===== src/rtl/hbd_cfg.svh =====
`ifndef HBD_CFG_SVH
`define HBD_CFG_SVH

// Internal clock rate
`define HBD_CLK_MHZ 200

// Timings in ns, as printed (typical figures)
`define HBD_DEGLITCH_NS 20
`define HBD_STBY_ENTRY_NS 280000
`define HBD_STBY_FILT_NS 280
`define HBD_WAKE_MIN_NS 20000
`define HBD_AWAKE_NS 140000
`define HBD_WDOG_NS 1000

// Counter widths
`define HBD_CNT_W 18
`define HBD_DG_CNT_W 4
`define HBD_WDOG_CNT_W 10

// Filtered input vector layout
`define HBD_IN_W 4
`define HBD_IN_SD 3
`define HBD_IN_BRAKE 2
`define HBD_IN_A 1
`define HBD_IN_B 0

// Shutdown low, brake and both commands high
`define HBD_STBY_PATTERN 4'h7

// Reset values
`define HBD_IN_RST 4'h0
`define HBD_UV_RST 1'b1
`define HBD_LINK_LOST_RST 1'b1
`define HBD_OT_RST 1'b0

`endif


===== src/rtl/hbd_pkg.sv =====
package hbd_pkg;

  typedef enum logic [2:0] {
    hbd_mode_run,
    hbd_mode_stby,
    hbd_mode_stby_armed,
    hbd_mode_stby_wake,
    hbd_mode_awaking
  } hbd_mode_t;

  // Least time in ns to whole cycles, rounded up, at least one
  function automatic int hbd_ns_to_cyc(input int ns, input int mhz);
    int c;
    c = (ns * mhz + 999) / 1000;
    return (c < 1) ? 1 : c;
  endfunction : hbd_ns_to_cyc

endpackage : hbd_pkg


===== src/rtl/hbd_drive_ctrl.sv =====
`timescale 1ns/1ps
`include "hbd_cfg.svh"

// How it works
// - Gate supply below off level puts that channel in the safe state.
// - Gate supply back at on level resumes driving from current inputs.
// - Safe state: sink switch on, source switch off, output pulled low.
// - Safe state held through power-up and power-down, whatever the inputs.
// - Missing logic supply holds safe state until the supply returns.
// - Input decode applies only when no safe condition is active.
// - Shutdown low drives both outputs low.
// - Shutdown high, brake low: channel A low, channel B high.
// - Both high: single command follows, both or none give both low.
// - Input pulses shorter than the deglitch time are ignored.
// - Lost link watchdog forces safe state until heartbeats return.
// - Over-temperature forces safe state until cooled past hysteresis.
// - Standby pattern held past the entry time enters standby.
// - Standby keeps outputs forced low through the awake delay, and flags low-power operation until the awake delay starts.
// - Inputs leaving the pattern alone do not end standby.
// - Exit: non-pattern past filter, then pattern within the wake window.
// - On leaving the pattern after wake, outputs enable after awake delay.
module hbd_drive_ctrl #(
  parameter int CLK_MHZ = `HBD_CLK_MHZ,
  parameter int DEGLITCH_CYC = hbd_pkg::hbd_ns_to_cyc(`HBD_DEGLITCH_NS, CLK_MHZ),
  parameter int STBY_ENTRY_CYC = hbd_pkg::hbd_ns_to_cyc(`HBD_STBY_ENTRY_NS, CLK_MHZ),
  parameter int STBY_FILT_CYC = hbd_pkg::hbd_ns_to_cyc(`HBD_STBY_FILT_NS, CLK_MHZ),
  parameter int WAKE_MIN_CYC = hbd_pkg::hbd_ns_to_cyc(`HBD_WAKE_MIN_NS, CLK_MHZ),
  parameter int AWAKE_CYC = hbd_pkg::hbd_ns_to_cyc(`HBD_AWAKE_NS, CLK_MHZ),
  parameter int WDOG_CYC = hbd_pkg::hbd_ns_to_cyc(`HBD_WDOG_NS, CLK_MHZ)
) (
  input wire logic clock,
  input wire logic reset,
  input wire logic shutdown_n,
  input wire logic brake_n,
  input wire logic chan_a_cmd,
  input wire logic chan_b_cmd,
  input wire logic gate_supply_below_off_a,
  input wire logic gate_supply_at_on_a,
  input wire logic gate_supply_below_off_b,
  input wire logic gate_supply_at_on_b,
  input wire logic logic_supply_ok,
  input wire logic link_heartbeat,
  input wire logic overtemp_level,
  input wire logic overtemp_cleared,
  output logic drive_out_a,
  output logic drive_out_b,
  output logic sink_switch_a,
  output logic source_switch_a,
  output logic sink_switch_b,
  output logic source_switch_b,
  output logic safe_state_a,
  output logic safe_state_b,
  output logic standby,
  output logic low_power
);

  localparam int CW = `HBD_CNT_W;
  localparam int WW = `HBD_WDOG_CNT_W;

  ////////////////////////////////////////////////////////////////////////////
  // Parameter checks

  generate
    if (STBY_ENTRY_CYC >= (1 << CW) || AWAKE_CYC >= (1 << CW)) begin : g_bad_cw
      $error("hbd_drive_ctrl: timer counts exceed counter width");
    end
    if (WAKE_MIN_CYC >= STBY_ENTRY_CYC || STBY_FILT_CYC < 1) begin : g_bad_win
      $error("hbd_drive_ctrl: wake window must end before standby entry time");
    end
    if (WDOG_CYC < 2 || WDOG_CYC >= (1 << WW)) begin : g_bad_wd
      $error("hbd_drive_ctrl: watchdog count does not fit");
    end
  endgenerate

  ////////////////////////////////////////////////////////////////////////////
  // State

  typedef struct packed {
    hbd_pkg::hbd_mode_t mode;
    logic [CW-1:0] cnt;
    logic [WW-1:0] wdog_cnt;
    logic link_lost;
    logic uv_a;
    logic uv_b;
    logic ot;
    logic drive_a;
    logic drive_b;
    logic sink_a;
    logic source_a;
    logic sink_b;
    logic source_b;
    logic safe_a;
    logic safe_b;
    logic standby;
    logic low_power;
  } hbd_state_t;

  hbd_state_t st_r;
  hbd_state_t st_nxt;

  logic [`HBD_IN_W-1:0] in_raw;
  logic [`HBD_IN_W-1:0] in_clean;

  ////////////////////////////////////////////////////////////////////////////
  // Functions

  // Truth table of the four control inputs, {a, b}
  function automatic logic [1:0] hbd_decode(input logic [`HBD_IN_W-1:0] v);
    logic [1:0] d;
    d = 2'h0;
    if (!v[`HBD_IN_SD]) begin
      d = 2'h0;
    end else if (!v[`HBD_IN_BRAKE]) begin
      d = 2'h1;
    end else if (v[`HBD_IN_A] ^ v[`HBD_IN_B]) begin
      d = {v[`HBD_IN_A], v[`HBD_IN_B]};
    end else begin
      d = 2'h0;
    end
    return d;
  endfunction : hbd_decode

  // Count reached its terminal value (count starts at zero)
  function automatic logic hbd_done(input logic [CW-1:0] c, input int term);
    return c >= CW'(term - 1);
  endfunction : hbd_done

  // Supply flag with hysteresis: falling below off wins over on
  function automatic logic hbd_hyst(input logic cur, input logic set, input logic clr);
    logic v;
    v = cur;
    if (set) begin
      v = 1'b1;
    end else if (clr) begin
      v = 1'b0;
    end
    return v;
  endfunction : hbd_hyst

  ////////////////////////////////////////////////////////////////////////////
  // Input filter

  assign in_raw = {shutdown_n, brake_n, chan_a_cmd, chan_b_cmd};

  hbd_deglitch #(
    .N(`HBD_IN_W),
    .STABLE_CYC(DEGLITCH_CYC),
    .CW(`HBD_DG_CNT_W)
  ) u_deglitch (
    .clock(clock),
    .reset(reset),
    .raw(in_raw),
    .clean(in_clean)
  );

  ////////////////////////////////////////////////////////////////////////////
  // Next state

  always_comb begin
    logic pat;
    logic common_safe;
    logic [1:0] dec;
    pat = 1'b0;
    common_safe = 1'b1;
    dec = 2'h0;
    st_nxt = st_r;
    pat = (in_clean == `HBD_STBY_PATTERN);

    // Supply and temperature flags
    st_nxt.uv_a = hbd_hyst(st_r.uv_a, gate_supply_below_off_a,
                           gate_supply_at_on_a);
    st_nxt.uv_b = hbd_hyst(st_r.uv_b, gate_supply_below_off_b,
                           gate_supply_at_on_b);
    st_nxt.ot = hbd_hyst(st_r.ot, overtemp_level, overtemp_cleared);

    // Watchdog: the logic side counts as silent without its supply
    if (link_heartbeat && logic_supply_ok) begin
      st_nxt.wdog_cnt = '0;
      st_nxt.link_lost = 1'b0;
    end else if (st_r.wdog_cnt == WW'(WDOG_CYC - 1)) begin
      st_nxt.link_lost = 1'b1;
    end else begin
      st_nxt.wdog_cnt = st_r.wdog_cnt + WW'(1);
    end

    // Standby sequencing, one shared timer
    case (st_r.mode)
      hbd_pkg::hbd_mode_run: begin
        if (!pat) begin
          st_nxt.cnt = '0;
        end else if (hbd_done(st_r.cnt, STBY_ENTRY_CYC)) begin
          st_nxt.mode = hbd_pkg::hbd_mode_stby;
          st_nxt.cnt = '0;
        end else begin
          st_nxt.cnt = st_r.cnt + CW'(1);
        end
      end
      hbd_pkg::hbd_mode_stby: begin
        // Leaving the pattern only arms the exit filter
        if (pat) begin
          st_nxt.cnt = '0;
        end else if (hbd_done(st_r.cnt, STBY_FILT_CYC)) begin
          st_nxt.mode = hbd_pkg::hbd_mode_stby_armed;
          st_nxt.cnt = '0;
        end else begin
          st_nxt.cnt = st_r.cnt + CW'(1);
        end
      end
      hbd_pkg::hbd_mode_stby_armed: begin
        if (pat) begin
          st_nxt.mode = hbd_pkg::hbd_mode_stby_wake;
          st_nxt.cnt = '0;
        end
      end
      hbd_pkg::hbd_mode_stby_wake: begin
        if (pat) begin
          if (hbd_done(st_r.cnt, STBY_ENTRY_CYC)) begin
            // Held too long: still a standby request
            st_nxt.mode = hbd_pkg::hbd_mode_stby;
            st_nxt.cnt = '0;
          end else begin
            st_nxt.cnt = st_r.cnt + CW'(1);
          end
        end else if (st_r.cnt >= CW'(WAKE_MIN_CYC)) begin
          st_nxt.mode = hbd_pkg::hbd_mode_awaking;
          st_nxt.cnt = '0;
        end else begin
          // Too short a wake pulse; wait for another
          st_nxt.mode = hbd_pkg::hbd_mode_stby_armed;
          st_nxt.cnt = '0;
        end
      end
      hbd_pkg::hbd_mode_awaking: begin
        if (hbd_done(st_r.cnt, AWAKE_CYC)) begin
          st_nxt.mode = hbd_pkg::hbd_mode_run;
          st_nxt.cnt = '0;
        end else begin
          st_nxt.cnt = st_r.cnt + CW'(1);
        end
      end
      default: begin
        st_nxt.mode = hbd_pkg::hbd_mode_run;
        st_nxt.cnt = '0;
      end
    endcase

    // Output stage, from the next flags so outputs react one cycle sooner
    common_safe = !logic_supply_ok || st_nxt.link_lost || st_nxt.ot ||
                  (st_nxt.mode != hbd_pkg::hbd_mode_run);
    st_nxt.safe_a = common_safe || st_nxt.uv_a;
    st_nxt.safe_b = common_safe || st_nxt.uv_b;
    dec = hbd_decode(in_clean);
    st_nxt.drive_a = !st_nxt.safe_a && dec[1];
    st_nxt.drive_b = !st_nxt.safe_b && dec[0];
    // Sink on whenever not sourcing; safe state never sources
    st_nxt.source_a = st_nxt.drive_a;
    st_nxt.sink_a = !st_nxt.drive_a;
    st_nxt.source_b = st_nxt.drive_b;
    st_nxt.sink_b = !st_nxt.drive_b;
    st_nxt.standby = (st_nxt.mode != hbd_pkg::hbd_mode_run);
    st_nxt.low_power = (st_nxt.mode == hbd_pkg::hbd_mode_stby) ||
                       (st_nxt.mode == hbd_pkg::hbd_mode_stby_armed) ||
                       (st_nxt.mode == hbd_pkg::hbd_mode_stby_wake);
  end

  ////////////////////////////////////////////////////////////////////////////
  // Registers

  always_ff @(posedge clock or posedge reset) begin
    if (reset) begin
      st_r.mode <= hbd_pkg::hbd_mode_run;
      st_r.cnt <= '0;
      st_r.wdog_cnt <= '0;
      st_r.link_lost <= `HBD_LINK_LOST_RST;
      st_r.uv_a <= `HBD_UV_RST;
      st_r.uv_b <= `HBD_UV_RST;
      st_r.ot <= `HBD_OT_RST;
      st_r.drive_a <= 1'b0;
      st_r.drive_b <= 1'b0;
      st_r.sink_a <= 1'b1;
      st_r.source_a <= 1'b0;
      st_r.sink_b <= 1'b1;
      st_r.source_b <= 1'b0;
      st_r.safe_a <= 1'b1;
      st_r.safe_b <= 1'b1;
      st_r.standby <= 1'b0;
      st_r.low_power <= 1'b0;
    end else begin
      st_r <= st_nxt;
    end
  end

  assign drive_out_a = st_r.drive_a;
  assign drive_out_b = st_r.drive_b;
  assign sink_switch_a = st_r.sink_a;
  assign source_switch_a = st_r.source_a;
  assign sink_switch_b = st_r.sink_b;
  assign source_switch_b = st_r.source_b;
  assign safe_state_a = st_r.safe_a;
  assign safe_state_b = st_r.safe_b;
  assign standby = st_r.standby;
  assign low_power = st_r.low_power;

endmodule : hbd_drive_ctrl


===== src/rtl/hbd_deglitch.sv =====
`timescale 1ns/1ps
`include "hbd_cfg.svh"

module hbd_deglitch #(
  parameter int N = `HBD_IN_W,
  parameter int STABLE_CYC = 4,
  parameter int CW = `HBD_DG_CNT_W
) (
  input wire logic clock,
  input wire logic reset,
  input wire logic [N-1:0] raw,
  output logic [N-1:0] clean
);

  typedef struct packed {
    logic [N-1:0] s1;
    logic [N-1:0] s2;
    logic [N-1:0] clean;
    logic [N-1:0][CW-1:0] cnt;
  } hbd_dg_state_t;

  hbd_dg_state_t st_r;
  hbd_dg_state_t st_nxt;

  generate
    if (STABLE_CYC < 1 || STABLE_CYC >= (1 << CW)) begin : g_bad
      $error("hbd_deglitch: STABLE_CYC does not fit CW");
    end
  endgenerate

  ////////////////////////////////////////////////////////////////////////////
  always_comb begin
    st_nxt = st_r;
    st_nxt.s1 = raw;
    st_nxt.s2 = st_r.s1;
    for (int i = 0; i < N; i++) begin
      // A change must persist STABLE_CYC samples before it is taken
      if (st_r.s2[i] == st_r.clean[i]) begin
        st_nxt.cnt[i] = '0;
      end else if (st_r.cnt[i] == CW'(STABLE_CYC - 1)) begin
        st_nxt.clean[i] = st_r.s2[i];
        st_nxt.cnt[i] = '0;
      end else begin
        st_nxt.cnt[i] = st_r.cnt[i] + CW'(1);
      end
    end
  end

  always_ff @(posedge clock or posedge reset) begin
    if (reset) begin
      st_r <= '0;
    end else begin
      st_r <= st_nxt;
    end
  end

  assign clean = st_r.clean;

endmodule : hbd_deglitch


===== config.mk =====
export PLATFORM = sky130hd
export DESIGN_NAME = hbd_drive_ctrl
export DESIGN_NICKNAME = d
export VERILOG_FILES = /design/src/rtl/hbd_pkg.sv /design/src/rtl/hbd_drive_ctrl.sv /design/src/rtl/hbd_deglitch.sv
export VERILOG_INCLUDE_DIRS = /design/src /design/src/rtl
export SDC_FILE = /design/constraint.sdc
export NUM_CORES = 1
export LEC_CHECK = 0
export ABC_AREA = 1
export BUFFER_PORTS_ARGS = -buffer_cell sky130_fd_sc_hd__buf_4
export CORE_UTILIZATION = 40
export CTS_BUF_LIST = sky130_fd_sc_hd__clkbuf_4
export DETAILED_ROUTE_END_ITERATION = 7
export GPL_ROUTABILITY_DRIVEN = 0
export GPL_TIMING_DRIVEN = 0
export SLEW_MARGIN = 20
export SYNTH_ARGS = -nofsm -noshare
export SYNTH_HDL_FRONTEND = slang
export SYNTH_SLANG_ARGS = --single-unit

===== constraint.sdc =====
create_clock -name clock -period 3.3 [get_ports clock]
set_input_delay 0.66 -clock clock [delete_from_list [all_inputs] [get_ports clock]]
set_output_delay 0.66 -clock clock [all_outputs]
set_load 0.01 [all_outputs]

---- Word-level counts from Yosys, hierarchy flattened ----
Cells that the tools add are included.
cells by class
  add/subtract/negate cells ............... 6
  bitwise logic cells ..................... 5
  reduce and logical (&&, ||, !) cells .... 21
  $lt $le $gt $ge ......................... 4
  equal/unequal tests ..................... 19
  muxes and demuxes ....................... 34
operators with widths
  cell                                                   number
  one-hot mux 21 bit (5 select lines)                    1
  2-to-1 mux 18 bit                                      5
  2-to-1 mux 21 bit                                      3
  2-to-1 mux 4 bit                                       8
  adder 18 x 1 -> 18 bit, second input constant          1
  >= comparator 18 x 12 -> 1 bit, second input constant  1
  >= comparator 18 x 15 -> 1 bit, second input constant  1
  >= comparator 18 x 16 -> 1 bit, second input constant  1
  >= comparator 18 x 6 -> 1 bit, second input constant   1
  adder 4 x 1 -> 4 bit, second input constant            4
  equality test 4 x 2 -> 1 bit, second input constant    4
  2-to-1 mux 3 bit                                       5
  equality test 3 x 2 -> 1 bit, second input constant    4
  2-to-1 mux 11 bit                                      1
  adder 10 x 1 -> 10 bit, second input constant          1
  equality test 10 x 8 -> 1 bit, second input constant   1
  2-to-1 mux 10 bit                                      1
  AND reduction 2 bit                                    4
  logical OR 1 bit                                       7
  2-to-1 mux 1 bit                                       7
  equality test 3 x 1 -> 1 bit, second input constant    2
  2-to-1 mux 2 bit                                       3
  zero test 1 bit                                        5
  equality test 1 bit                                    4
  8 further kinds                                        14
storage, ports and cells
  logic and storage cells ................. 114
  output and inout bits ................... 10
  bits of input ports ..................... 14
  register bits after elaboration ......... 71

---- Longest topological paths before layout ----
Gate-level depths: netlist of run 1.
  depth in word-level cells ............... 10
  depth in mapped cells ................... 13
  gate-level depth less buffers ........... 13

---- Cells and area by module ----
A second synthesis of run 1 with hierarchy kept.
unflattened totals
  cells, all modules ...................... 435
  area total of the unflattened synthesis .. 3,679.8 um2
by module, submodules not included
  module          area an instance (um2)  times used  cells each  seq. area each (um2)
  hbd_drive_ctrl  2,502.4                 1           317         1,084.8
  hbd_deglitch    1,177.4                 1           118         700.7

---- Least setup slack after synthesis of run 1 ----
Ideal clock, no wire load.
  path type ............................... flip-flop to flip-flop
  from .................................... reg st_r[24] (netlist bit)
  to ...................................... reg st_r[39] (netlist bit)
  library setup time ...................... 0.126 ns
  period minus slack after synthesis ...... 1.642 ns
  data arrival time ....................... 1.516 ns
  stages on the path, launching flop included .. 11
  setup slack ............................. 1.658 ns
  cells stage by stage .................... dfrtp_1 > ha_1 > nand3_2 > nor2_4 > nand3_2 > nand3_2 > or2_1 > nand3_2 > inv_2 > buf_8 > o22ai_2
on the way
  word-level cells in the longest chain between the ends .. 4
ends and longest elaborated chain
  item                                            RTL line                                                             source
  from (decl)                                     hbd_drive_ctrl.sv:98                                                 hbd_state_t st_r;
  from (signal assigned)                          hbd_drive_ctrl.sv:289                                                st_r <= st_nxt;
  adder 18 x 1 -> 18 bit (tied with other cells)  n/a
  2-to-1 mux 18 bit (on tied branches)            hbd_drive_ctrl.sv:191, hbd_drive_ctrl.sv:217, hbd_drive_ctrl.sv:202
  2-to-1 mux 21 bit (tied with other cells)       hbd_drive_ctrl.sv:216                                                if (pat) begin
  one-hot mux 21 bit (5 select lines) (*)         hbd_drive_ctrl.sv:187                                                case (st_r.mode)
Mark *: on every way between the ends. The rest lies on a longest branch, timed or not.
A chain may end at the register's enable or synchronous reset.

---- Worst setup path in the final report of run 1 ----
Ends and elaborated chain as after synthesis.

==> results by group, run 1 <==
Setup path
  – Worst r2r src: st_r[24]
  – Worst Path Max Fanout: 10
  – Worst EP required: 3.60 ns
  – Worst EP arrival: 2.26 ns
  – Reg2reg path depth: 10
  – CP Class: reg2reg
  – CP startpoint kind: flip-flop
  – FF-to-FF End: st_r[39]
  – R2R Setup Slk: 1.35 ns
  – Crit path capture type: flip-flop

Power and ir drop
  – Cell Pwr Density: 557 mW/mm²
  – Maximum VDD drop: 0.314 mV
  – Total power: 2.30 mW
  – Total leakage power: 1.95 nW

Layout
  – Most frequent cells in the layout: dfrtp_1 (64), nand2_1 (63), inv_1 (57)
  – Final instance area: 0.00412 mm²
  – Synth-to-layout area growth: 12.6%
  – Nets@finish: 460
  – Antenna cells: 0
  – Most common cell after layout, fill and taps aside: dfrtp_1
  – Layout cell share with drive strength beyond 1: 0.239

GRT
  – First-pass GRT wire length: 12000 µm
  – Vias in the first global route: 2724
  – Largest net degree at the start of global routing: 51
  – Total gr overflow: 0
  – GRT Util Overall: 0.158
  – Initial antenna violation count: 0

Timing
  – Maximum clock rate: 512 MHz
  – Worst slew margin: 0.705
  – Sum of negative setup slack: 0 ns
  – Final Worst Setup Slack: 1.35 ns
  – Worst-margin pin slew: 0.439 ns
  – Slew Limit Fails: 0
  – Clk_skew: 0.0161 ns
  – Ratio of final minimum period to clock period: 0.592
  – Unrepaired setup endpoints after global routing: no
  – Minimum clock period: 1.95 ns
  – Final hold viol count: 0
  – WHS: 0.188 ns
  – Final setup violation count: 0

Clocking
  – Clock tree sinks: 71
  – Root buf cell: clkbuf_4
  – CTS Hold Bufs: 0
  – CTS tree: done
  – Post-CTS setup buffers: 0
  – CTS buffer count: 9
  – CTS clk-pin slew, worst paths: 0.13 ns
  – Post-cts resize count: 0
  – CTS H-tree depth: 3
  – Worst skew pair latency: 0.42 ns
  – Max clock buf depth: 2

Logic synthesis
  – Mapped Nets: 425
  – Sequential share of the synthesized area: 0.488
  – Synthesized area: 0.00366 mm²
  – Library cells used by synthesis: 41
  – Synthesized flop and latch total: 71
  – Synth Instances: 404
  – Yosys Warn Count: 0
  – Syn avg cell area: 9.07 µm²

Job
  – Max cap viols: 0

Placed design
  – Hpwl dp: 5040 µm
  – I/O Buffers: 23
  – Worst slack, placed: 1.29 ns
  – Placed instance area: 0.00400 mm²

Outcome
  – Status: finished, final reports clean

Route
  – Drt via density: 4.88
  – Initial DRC Count: 91
  – Pre-Repair DR Iteration Count: 4
  – Detailed Route WL: 6660 µm
  – DR WL/cell: 12.1 µm
  – DRC viols: 0
  – Post-route ant nets: 0
  – DR vias: 2696

Floorplanning
  – Die Y: 97.7 µm
  – CORE AREA: 0.00881 mm²
  – Die width: 97.7 µm
  – Initial core utilization: 0.416
  – Num rows: 34
  – Total die area: 0.00954 mm²
  – I/O pin count: 24

Hold path
  – HP Class: in2async
## critical path, cell delays in order (launching register included)
cell and delay (ns):
dfrtp_1 0.40, ha_1 0.26, nand3_2 0.14, nor2_4 0.16, nand3_2 0.12, nand3_2 0.09
or2_1 0.12, nand3_2 0.17, inv_2 0.12, buf_8 0.16, o22ai_2 0.09
## registers in the layout, summed over array words and instances (netlist names)
name               flops
source_switch_a        1
low_power              1
u_deglitch.st_r       20
safe_state_b           1
source_switch_b        1
u_deglitch.clean       4
st_r                  35
u_deglitch.st_nxt      4
sink_switch_a          1
standby                1
safe_state_a           1
sink_switch_b          1
## logic make-up after synthesis
kind of cell,count (synthesis),synth area share
AO/OA/AOI/OAI,50,0.0929
AND/OR/NAND/NOR,178,0.250
multiplexers,2,0.00615
flip-flops,71,0.488
adder cells (fa/ha/maj),7,0.0239
buffers and inverters,74,0.0868
XOR/XNOR,22,0.0526
## stage by stage
step	utilization	std cells
floorplan	-	404
global placement	0.451	535
detailed placement	0.454	536
CTS	0.468	552
global route	0.468	552
finish	0.468	552
## cell usage after synthesis, drive strengths merged
cell	n	area share
nor2	55	0.069
nor3b	1	0.0051
dfstp	7	0.050
a21boi	1	0.0031
nand3	28	0.046
nand4	13	0.027
o211ai	3	0.0061
mux2	2	0.0061
a21oi	15	0.022
nor4	2	0.0034
ha	7	0.024
and3	1	0.0017
o22ai	8	0.027
or2	4	0.0068
buf	8	0.019
o21ai	20	0.029
clkinv	1	0.0010
o21bai	1	0.0021
xor2	13	0.031
a31oi	2	0.0034
inv	65	0.067
nor3	6	0.015
xnor2	9	0.022
dfrtp	64	0.44
nand2	68	0.074
## worst max-delay path by stage
stage	from	end	slack, ns
global placement	reset	st_r[25]	-0.08
floorplan	reset	low_power	0.86
CTS	st_r[24]	st_r[39]	1.33
finish	st_r[24]	st_r[39]	1.35
detailed placement	logic_supply_ok	source_switch_a	1.29
global route	st_r[24]	st_r[39]	1.18
## power by group
group	internal [mW]	switching [mW]	total, mW
combinational	0.263	0.422	0.685
clock	0.161	0.331	0.492
sequential	1.01	0.112	1.12
total	1.43	0.865	2.30
## routing by layer
layer | vias to the layer above | part of all wire | GRT usage
li1 | 1362 | - | -
met2 | 46 | 0.50 | 0.272
met5 | - | 0 | 0
met4 | 0 | 0.0069 | 0.0490
met1 | 1283 | 0.45 | 0.189
met3 | 5 | 0.043 | 0.0475
## layout make-up
cell class                      instances  area [µm²]
Sequential cell                        71        1790
Tap cell                              108         135
Buffer                                  8        70.1
Multi-Input combinational cell        259        1560
Inverter                               66         250
Timing Repair Buffer                   24         200
Clock inverter                          7        55.1
Fill cell                             829        4680
Clock buffer                            9        67.6
No activity file was read; power rests on OpenSTA's default activity.
==> inputs of run 2 (changes only) <==
Clock period 3.3 ns to 1.6 ns, I/O delays scaled along.
==> run 2 against run 1 <==
  * The run now ends with setup timing left
  * Register-to-register slack worse by 1.5 ns
  * Critical path depth is 1 higher
  * Die area unchanged
  * Final cell count grew 4.2%
  * Clock power rose by 130%
  * Count of clock-buffer cells in the layout unchanged
  * Sequential power rose by 110%
  * Global-route usage rose by 0.15 points
  * Critical endpoint is now st_r[26]
  * Highest routed layer unchanged
==> results by group, run 2 (synthesis results as in run 1) <==
Outcome
  – Status: finished, violations left (was finished, final reports clean)
  – Failing checks: setup timing

Layout
  – Biggest registers after layout: st_r (35), u_deglitch.st_r (20) (unchanged)
  – Fillers: 761 (was 829)
  – Core Util, Final: 0.524 (was 0.468)
  – Antenna cells: 0 (unchanged)
  – Final instance area: 0.00461 mm² (was 0.00412 mm²)
  – Synth-to-layout area growth: 26.0% (was 12.6%)
  – Max reg flops: 35 (unchanged)
  – Most frequent cells in the layout: dfrtp_1 (58), nand2_1 (55), inv_1 (49) (was dfrtp_1 (64), nand2_1 (63), inv_1 (57))
  – Most common cell after layout, fill and taps aside: dfrtp_1 (unchanged)
  – Area of the multi-input gates: 0.00178 mm² (was 0.00156 mm²)
  – Nets@finish: 484 (was 460)
  – Layout cell share with drive strength beyond 1: 0.381 (was 0.239)
  – Storage element area: 0.00179 mm² (about the same)
  – Top reg by flops: st_r (unchanged)
  – Non-Filler Instances: 575 (was 552)

Placed design
  – Hpwl dp: 5020 µm (was 5040 µm)
  – I/O Buffers: 23 (unchanged)
  – Placed instance area: 0.00403 mm² (was 0.00400 mm²)
  – Dpl cells: 537 (was 536)

Floorplanning
  – Total die area: 0.00954 mm² (unchanged)
  – Die Y: 97.7 µm (unchanged)
  – CORE AREA: 0.00881 mm² (unchanged)
  – Num rows: 34 (unchanged)
  – Die width: 97.7 µm (unchanged)
  – I/O pin count: 24 (unchanged)
  – Initial core utilization: 0.416 (unchanged)

Setup path
  – Worst EP required: 1.89 ns (was 3.60 ns)
  – CP startpoint kind: flip-flop (unchanged)
  – Worst path depth: 11 (was 10)
  – Crit path capture type: flip-flop (unchanged)
  – CP Class: reg2reg (unchanged)
  – Buf+Inv Stages, Crit Path: 3 (was 2)
  – Cells along the critical path: buf_6, nor2_4, nand2_2, nor2_4, nand3_2, nand3_2, or2_4, nand3_4, inv_6, buf_12, o22ai_2 (was ha_1, nand3_2, nor2_4, nand3_2, nand3_2, or2_1, nand3_2, inv_2, buf_8, o22ai_2)
  – Worst Path Max Fanout: 7 (was 10)
  – Crit-path leading delay family: simple AND/OR/NAND/NOR gates (unchanged)
  – Reg2reg path depth: 11 (was 10)
  – CP max-delay cell: dfrtp_1 (unchanged)
  – Crit-path max cell delay: 0.40 ns (about the same)
  – Worst EP arrival: 2.02 ns (was 2.26 ns)

GRT
  – Largest net degree at the start of global routing: 27 (was 51)
  – Initial antenna violation count: 0 (unchanged)
  – First-pass GRT wire length: 12000 µm (unchanged)
  – GRT Util Overall: 0.159 (was 0.158)
  – Vias in the first global route: 2679 (was 2724)
  – Total gr overflow: 0 (unchanged)

Clocking
  – Clock tree sinks: 71 (unchanged)
  – Root buf cell: clkbuf_4 (unchanged)
  – Worst skew pair latency: 0.41 ns (was 0.42 ns)
  – CTS buffer count: 9 (unchanged)
  – CTS tree: done (unchanged)
  – Max clock buf depth: 2 (unchanged)
  – CTS clk-pin slew, worst paths: 0.13 ns (about the same)
  – CTS H-tree depth: 3 (unchanged)

Power and ir drop
  – Pint: 3.33 mW (was 1.43 mW)
  – Gate power share: 0.343 (was 0.298)
  – Psw: 1.96 mW (was 0.865 mW)
  – Total leakage power: 2.15 nW (was 1.95 nW)
  – Flop pwr share: 0.442 (was 0.488)
  – Clock power share: 0.216 (was 0.214)
  – Maximum VDD drop: 0.679 mV (was 0.314 mV)
  – Switch share: 0.371 (was 0.376)
  – Cell Pwr Density: 1150 mW/mm² (was 557 mW/mm²)

Route
  – Initial DRC Count: 127 (was 91)
  – Detailed Route WL: 7340 µm (was 6660 µm)
  – Post-route ant nets: 0 (unchanged)
  – Pre-Repair DR Iteration Count: 4 (unchanged)
  – Met1 WL: 3140 µm (was 3000 µm)
  – DR vias: 2805 (was 2696)
  – Wire length on met3: 245 µm (was 285 µm)
  – Top Metal Used: met4 (unchanged)
  – DR WL/cell: 12.8 µm (was 12.1 µm)
  – Drt via density: 4.88 (about the same)
  – Wire length on met2: 3790 µm (was 3330 µm)
  – DRC viols: 0 (unchanged)

Hold path
  – HP Class: in2reg (was in2async)
  – Min-Delay Path Depth: 3

Timing
  – Final hold viol count: 0 (unchanged)
  – Minimum clock period: 1.73 ns (was 1.95 ns)
  – Final setup violation count: 22 (was 0)
  – Unrepaired setup endpoints after global routing: yes (was no)
  – Clk_skew: 0.0161 ns (about the same)
  – Worst slew margin: 0.639 (was 0.705)
  – Slew Limit Fails: 0 (unchanged)
  – Ratio of final minimum period to clock period: 1.08 (was 0.592)
  – WHS: 0.128 ns (was 0.188 ns)
  – Maximum clock rate: 579 MHz (was 512 MHz)
  – Worst-margin pin slew: 0.541 ns (was 0.439 ns)
  – Final Worst Setup Slack: -0.128 ns (was 1.35 ns)

Job
  – Max cap viols: 0 (unchanged)
run 2: final timing paths:
| path | from | end | slack, ns |
|---|---|---|---|
| hold / removal | gate_supply_below_off_a | st_r[12] | 0.13 |
| hold reg to reg | u_deglitch.st_nxt[20] | u_deglitch.st_r[20] | 0.36 |
| setup / recovery | st_r[37] | st_r[26] | -0.13 |
| min in group asynchronous | reset | st_r[23] | 0.50 |
| setup reg to reg | st_r[37] | st_r[26] | -0.13 |
| max in group asynchronous | reset | sink_switch_a | 0.33 |
run 2: power groups by stage:
stage | Combinational (mW) | Clock, mW | Sequential [mW]
finish | 1.81 | 1.14 | 2.34
floorplan | 1.08 | 0 | 2.32
global placement | 1.39 | 0 | 2.35
CTS | 1.64 | 1.19 | 2.32
detailed placement | 1.43 | 0 | 2.36
global route | 2.02 | 1.26 | 2.38
run 2: routing by layer:
metal  up-vias  track usage
met5         -            0
met4         0       0.0606
met3        15       0.0446
met2        48        0.278
met1      1339        0.185
li1       1403            -
run 2: final cells by class:
class,instances,area share
flip-flops and latches,71,0.389
multi-input cells,259,0.385
repair buffers,48,0.0930
inverters,66,0.0567
well taps,108,0.0293
plain buffers,8,0.0168
clock inverters,6,0.0157
clock buffers,9,0.0146
run 2: what timing repair did:
action                                  in CTS  in global routing
endpoints found under the hold margin       25                  0
gates resized for setup                     25                 58
endpoints found under the setup margin      25                 33
gates cloned                                 1                  0
hold buffers                                 5                  0
pin swaps                                   20                 13
buffers inserted                             9                  8
run 2: worst min-delay path: cells and delay by family:
family / cells / cell delay (ns)
buffers and inverters: 2 / 0.14
AOI/OAI and AO/OA: 1 / 0.06
run 2: through the flow:
| stage | power [mW] | setup slack (ns) | TNS, ns |
|---|---|---|---|
| floorplan | 3.40 | 0.0118 | 0 |
| global placement | 3.74 | -0.240 | -6.23 |
| detailed placement | 3.78 | -0.260 | -3.91 |
| CTS | 5.16 | -0.122 | -2.22 |
| global route | 5.66 | -0.238 | -4.54 |
| finish | 5.29 | -0.128 | -1.85 |
==> inputs of run 3 (changes only) <==
Settings changed: ABC_AREA 1 to unset.
==> run 3 against run 2 <==
  * The run still ends with setup timing left
  * Register-to-register slack lost 0.24 ns
  * Count of clock-buffer cells in the layout is the same
  * Synthesized cell count shrank 17%
  * Non-clock buffer count grew 14
  * Design area shrank 3.4%
  * Worst setup slack lost 0.24 ns
  * Synthesized area shrank 3.9%
  * Global-route usage grew 1.5 points
  * Critical path depth shrank 4
  * Routed wire length shrank 2.1%
  * Core utilization grew 0.77 points
  * Combinational power shrank 63%
  * Largest cell class unchanged
==> results by group, run 3 <==
Outcome
  – Status: finished, violations left (unchanged)
  – Failing checks: setup timing (unchanged)

Logic synthesis
  – Post-synthesis compound-gate area fraction: 0.0991 (was 0.0929)
  – Synth Instances: 337 (was 404)
  – Synthesized flop and latch total: 71 (unchanged)
  – Top FF cell, synth: dfrtp_1 (unchanged)
  – Synth area leader: dfrtp_1 (unchanged)
  – Yosys Warn Count: 0 (unchanged)
  – Count leader, synth: dfrtp_1 (unchanged)
  – Synthesized area: 0.00352 mm² (was 0.00366 mm²)
  – Mapped Nets: 358 (was 425)
  – Sequential share of the synthesized area: 0.507 (was 0.488)
  – Xor/xnor share of the synthesized area: 0.0547 (was 0.0526)
  – Library cells used by synthesis: 57 (was 41)
  – Mux contribution to synthesized area: 0.0238 (was 0.00615)
  – Share of flip-flops with an asynchronous set or reset: 1.00 (unchanged)
  – Synth area leaders: dfrtp_1 (45%), dfstp_2 (5.2%), xnor2_1 (3.7%) (was dfrtp_1 (44%), nand2_1 (6.5%), inv_1 (5.9%))
  – Simple-gate share of the synthesized area: 0.247 (was 0.250)
  – Synth top area share: 0.455 (was 0.437)
  – Adder-cell share of the synthesized area: 0.0249 (was 0.0239)
  – Synth top cells by count: dfrtp_1 (64), nor2_1 (33), nor3_1 (23) (was dfrtp_1 (64), nand2_1 (63), inv_1 (58))
  – Main combinational cell family by area after synthesis: simple AND/OR/NAND/NOR gates (unchanged)
  – Syn avg cell area: 10.4 µm² (was 9.07 µm²)
  – Number of enable flip-flop cells after synthesis: 0 (unchanged)

Layout
  – Fillers: 771 (was 761)
  – Synth-to-layout area growth: 26.6% (was 26.0%)
  – Final instance area: 0.00446 mm² (was 0.00461 mm²)
  – Storage element area: 0.00179 mm² (about the same)
  – Top reg by flops: st_r (unchanged)
  – Max reg flops: 35 (unchanged)
  – Layout cell share with drive strength beyond 1: 0.324 (was 0.381)
  – Most frequent cells in the layout: dfrtp_1 (59), buf_4 (49), nor2_1 (31) (was dfrtp_1 (58), nand2_1 (55), inv_1 (49))
  – Most common cell after layout, fill and taps aside: dfrtp_1 (unchanged)
  – Area of the multi-input gates: 0.00174 mm² (was 0.00178 mm²)
  – Antenna cells: 0 (unchanged)
  – Biggest registers after layout: st_r (35), u_deglitch.st_r (20) (unchanged)
  – Nets@finish: 424 (was 484)

Hold path
  – Min-delay src: overtemp_level (was gate_supply_below_off_a)
  – HP Class: in2reg (unchanged)
  – Hold path endpoint: st_r[10] (was st_r[12])
  – Min-Delay Path Depth: 2 (was 3)

Clocking
  – CTS H-tree depth: 3 (unchanged)
  – CTS tree: done (unchanged)
  – CTS buffer count: 9 (unchanged)
  – CTS clk-pin slew, worst paths: 0.14 ns (was 0.13 ns)
  – Root buf cell: clkbuf_4 (unchanged)
  – Max clock buf depth: 2 (unchanged)
  – Clock tree sinks: 71 (unchanged)
  – Worst skew pair latency: 0.43 ns (was 0.41 ns)

Timing
  – Slew Limit Fails: 0 (unchanged)
  – Minimum clock period: 1.97 ns (was 1.73 ns)
  – Final setup violation count: 28 (was 22)
  – Maximum clock rate: 507 MHz (was 579 MHz)
  – Ratio of final minimum period to clock period: 1.23 (was 1.08)
  – Worst slew margin: 0.595 (was 0.639)
  – Sum of negative setup slack: -7.66 ns (was -1.85 ns)
  – Final hold viol count: 0 (unchanged)
  – Unrepaired setup endpoints after global routing: yes (unchanged)
  – Final Worst Setup Slack: -0.371 ns (was -0.128 ns)
  – Worst-margin pin slew: 0.604 ns (was 0.541 ns)
  – Clk_skew: 0.0201 ns (was 0.0161 ns)

Power and ir drop
  – Pint: 2.70 mW (was 3.33 mW)
  – Total power: 3.98 mW (was 5.29 mW)
  – Flop pwr share: 0.547 (was 0.442)
  – Maximum VDD drop: 0.630 mV (was 0.679 mV)
  – Cell Pwr Density: 893 mW/mm² (was 1150 mW/mm²)
  – Gate power share: 0.167 (was 0.343)
  – Psw: 1.27 mW (was 1.96 mW)
  – Clock power share: 0.287 (was 0.216)
  – Switch share: 0.320 (was 0.371)
  – Total leakage power: 1.95 nW (was 2.15 nW)

Floorplanning
  – Num rows: 33 (was 34)
  – Die width: 95.8 µm (was 97.7 µm)
  – I/O pin count: 24 (unchanged)
  – CORE AREA: 0.00838 mm² (was 0.00881 mm²)
  – Total die area: 0.00918 mm² (was 0.00954 mm²)
  – Die Y: 95.8 µm (was 97.7 µm)
  – Initial core utilization: 0.420 (was 0.416)

Setup path
  – Crit-path max cell delay: 0.51 ns (was 0.40 ns)
  – Worst Path Max Fanout: 5 (was 7)
  – Reg2reg path depth: 7 (was 11)
  – CP max-delay cell: dfrtp_2 (was dfrtp_1)
  – Worst EP arrival: 2.29 ns (was 2.02 ns)
  – Worst r2r src: st_r[39] (was st_r[37])
  – Cells along the critical path: nand2_4, nor4b_4, a2111oi_4, nor4_4, buf_4, buf_6, o22ai_1 (was buf_6, nor2_4, nand2_2, nor2_4, nand3_2, nand3_2, or2_4, nand3_4, inv_6, buf_12, o22ai_2)
  – CP startpoint kind: flip-flop (unchanged)
  – Worst EP required: 1.92 ns (was 1.89 ns)
  – FF-to-FF End: st_r[30] (was st_r[26])
  – Crit path capture type: flip-flop (unchanged)
  – R2R Setup Slk: -0.37 ns (was -0.13 ns)
  – CP Class: reg2reg (unchanged)

Route
  – Detailed Route WL: 7180 µm (was 7340 µm)
  – Drt via density: 5.27 (was 4.88)
  – DR WL/cell: 14.0 µm (was 12.8 µm)
  – Pre-Repair DR Iteration Count: 4 (unchanged)
  – DRC viols: 0 (unchanged)
  – DR vias: 2704 (was 2805)
  – Initial DRC Count: 84 (was 127)
  – Post-route ant nets: 0 (unchanged)

Placed design
  – Hpwl dp: 4680 µm (was 5020 µm)
  – I/O Buffers: 23 (unchanged)
  – Placed instance area: 0.00391 mm² (was 0.00403 mm²)
  – Worst slack, placed: -0.570 ns (was -0.260 ns)

Job
  – Max cap viols: 0 (unchanged)

GRT
  – First-pass GRT wire length: 12000 µm (about the same)
  – Initial antenna violation count: 0 (unchanged)
  – GRT Util Overall: 0.174 (was 0.159)
  – Largest net degree at the start of global routing: 31 (was 27)
  – Vias in the first global route: 2570 (was 2679)
  – Total gr overflow: 0 (unchanged)
-- run 3: changes by cell type after synthesis, moves of 6 or more --
cell | previous run | this run
nor3_1 | 2 | 23
nand3_1 | 22 | 14
nand2_1 | 63 | 16
o22ai_2 | 8 | 0
and3_1 | 1 | 8
xnor2_1 | 9 | 15
nand2b_1 | 0 | 7
nand3_2 | 6 | 0
inv_1 | 58 | 14
xor2_1 | 13 | 7
nor2_1 | 46 | 33
o21ai_0 | 15 | 8
-- run 3: power by group through the flow --
stage | Clock [mW] | Sequential [mW] | Combinational, mW
after floorplan | 0 | 2.16 | 0.465
after global placement | 0 | 2.19 | 0.586
after detailed placement | 0 | 2.20 | 0.610
after CTS | 1.18 | 2.17 | 0.653
after global routing | 1.27 | 2.20 | 0.751
final | 1.14 | 2.18 | 0.663
-- run 3: cell families (layout without fill, tap and decap cells) --
logic type	after synthesis	after routing
multiplexers	8	8
flip-flops	71	71
AND/OR/NAND/NOR	154	154
buffers and inverters	31	102
AO/OA/AOI/OAI	44	44
adder cells (fa/ha/maj)	7	7
XOR/XNOR	22	22
-- run 3: worst max-delay path by stage --
stage / startpoint / to / depth (start not counted)
detailed placement: st_r[25] / st_r[26] / 7
CTS: st_r[24] / standby / 7
finish: st_r[39] / st_r[30] / 7
global route: st_r[33] / st_r[30] / 8
floorplan: st_r[25] / standby / 7
global placement: st_r[25] / st_r[26] / 7
-- run 3: timing repair --
| action | 4_1_cts | 5_1_grt |
|---|---|---|
| hold buffers | 5 | 0 |
| gates resized for setup | 23 | 19 |
| setup endpoints to repair | 32 | 30 |
| endpoints found under the hold margin | 22 | 0 |
| pin swaps | 14 | 12 |
| gates cloned | 1 | 1 |
| buffers inserted | 17 | 9 |
-- run 3: cell type report --
type | instances | share of cell area
flip-flops and latches | 71 | 0.402
clock inverters | 7 | 0.0166
well taps | 105 | 0.0295
clock buffers | 9 | 0.0152
repair buffers | 57 | 0.107
inverters | 16 | 0.0143
multi-input cells | 235 | 0.390
plain buffers | 13 | 0.0255
-- run 3: routing by layer --
layer	GRT usage	wire length [µm]
met2	0.276	3460
met4	0.0634	104
met1	0.232	3400
met5	0	0
met3	0.0427	208
-- run 3: through the flow --
step / std cells / utilization / hold WS [ns]
finish: 513 / 0.532 / 0.0728
global route: 513 / 0.532 / 0.0431
CTS: 504 / 0.516 / 0.0533
detailed placement: 467 / 0.466 / 0.336
global placement: 465 / 0.461 / 0.332
floorplan: 337 / - / 0.331
-- run 3: worst max-delay path: cells and delay by family, from the launching register on --
kind,cells,cell delay (ns)
AO/OA/AOI/OAI,2,0.22
buffers and inverters,2,0.33
flip-flops,1,0.51
AND/OR/NAND/NOR,3,0.78
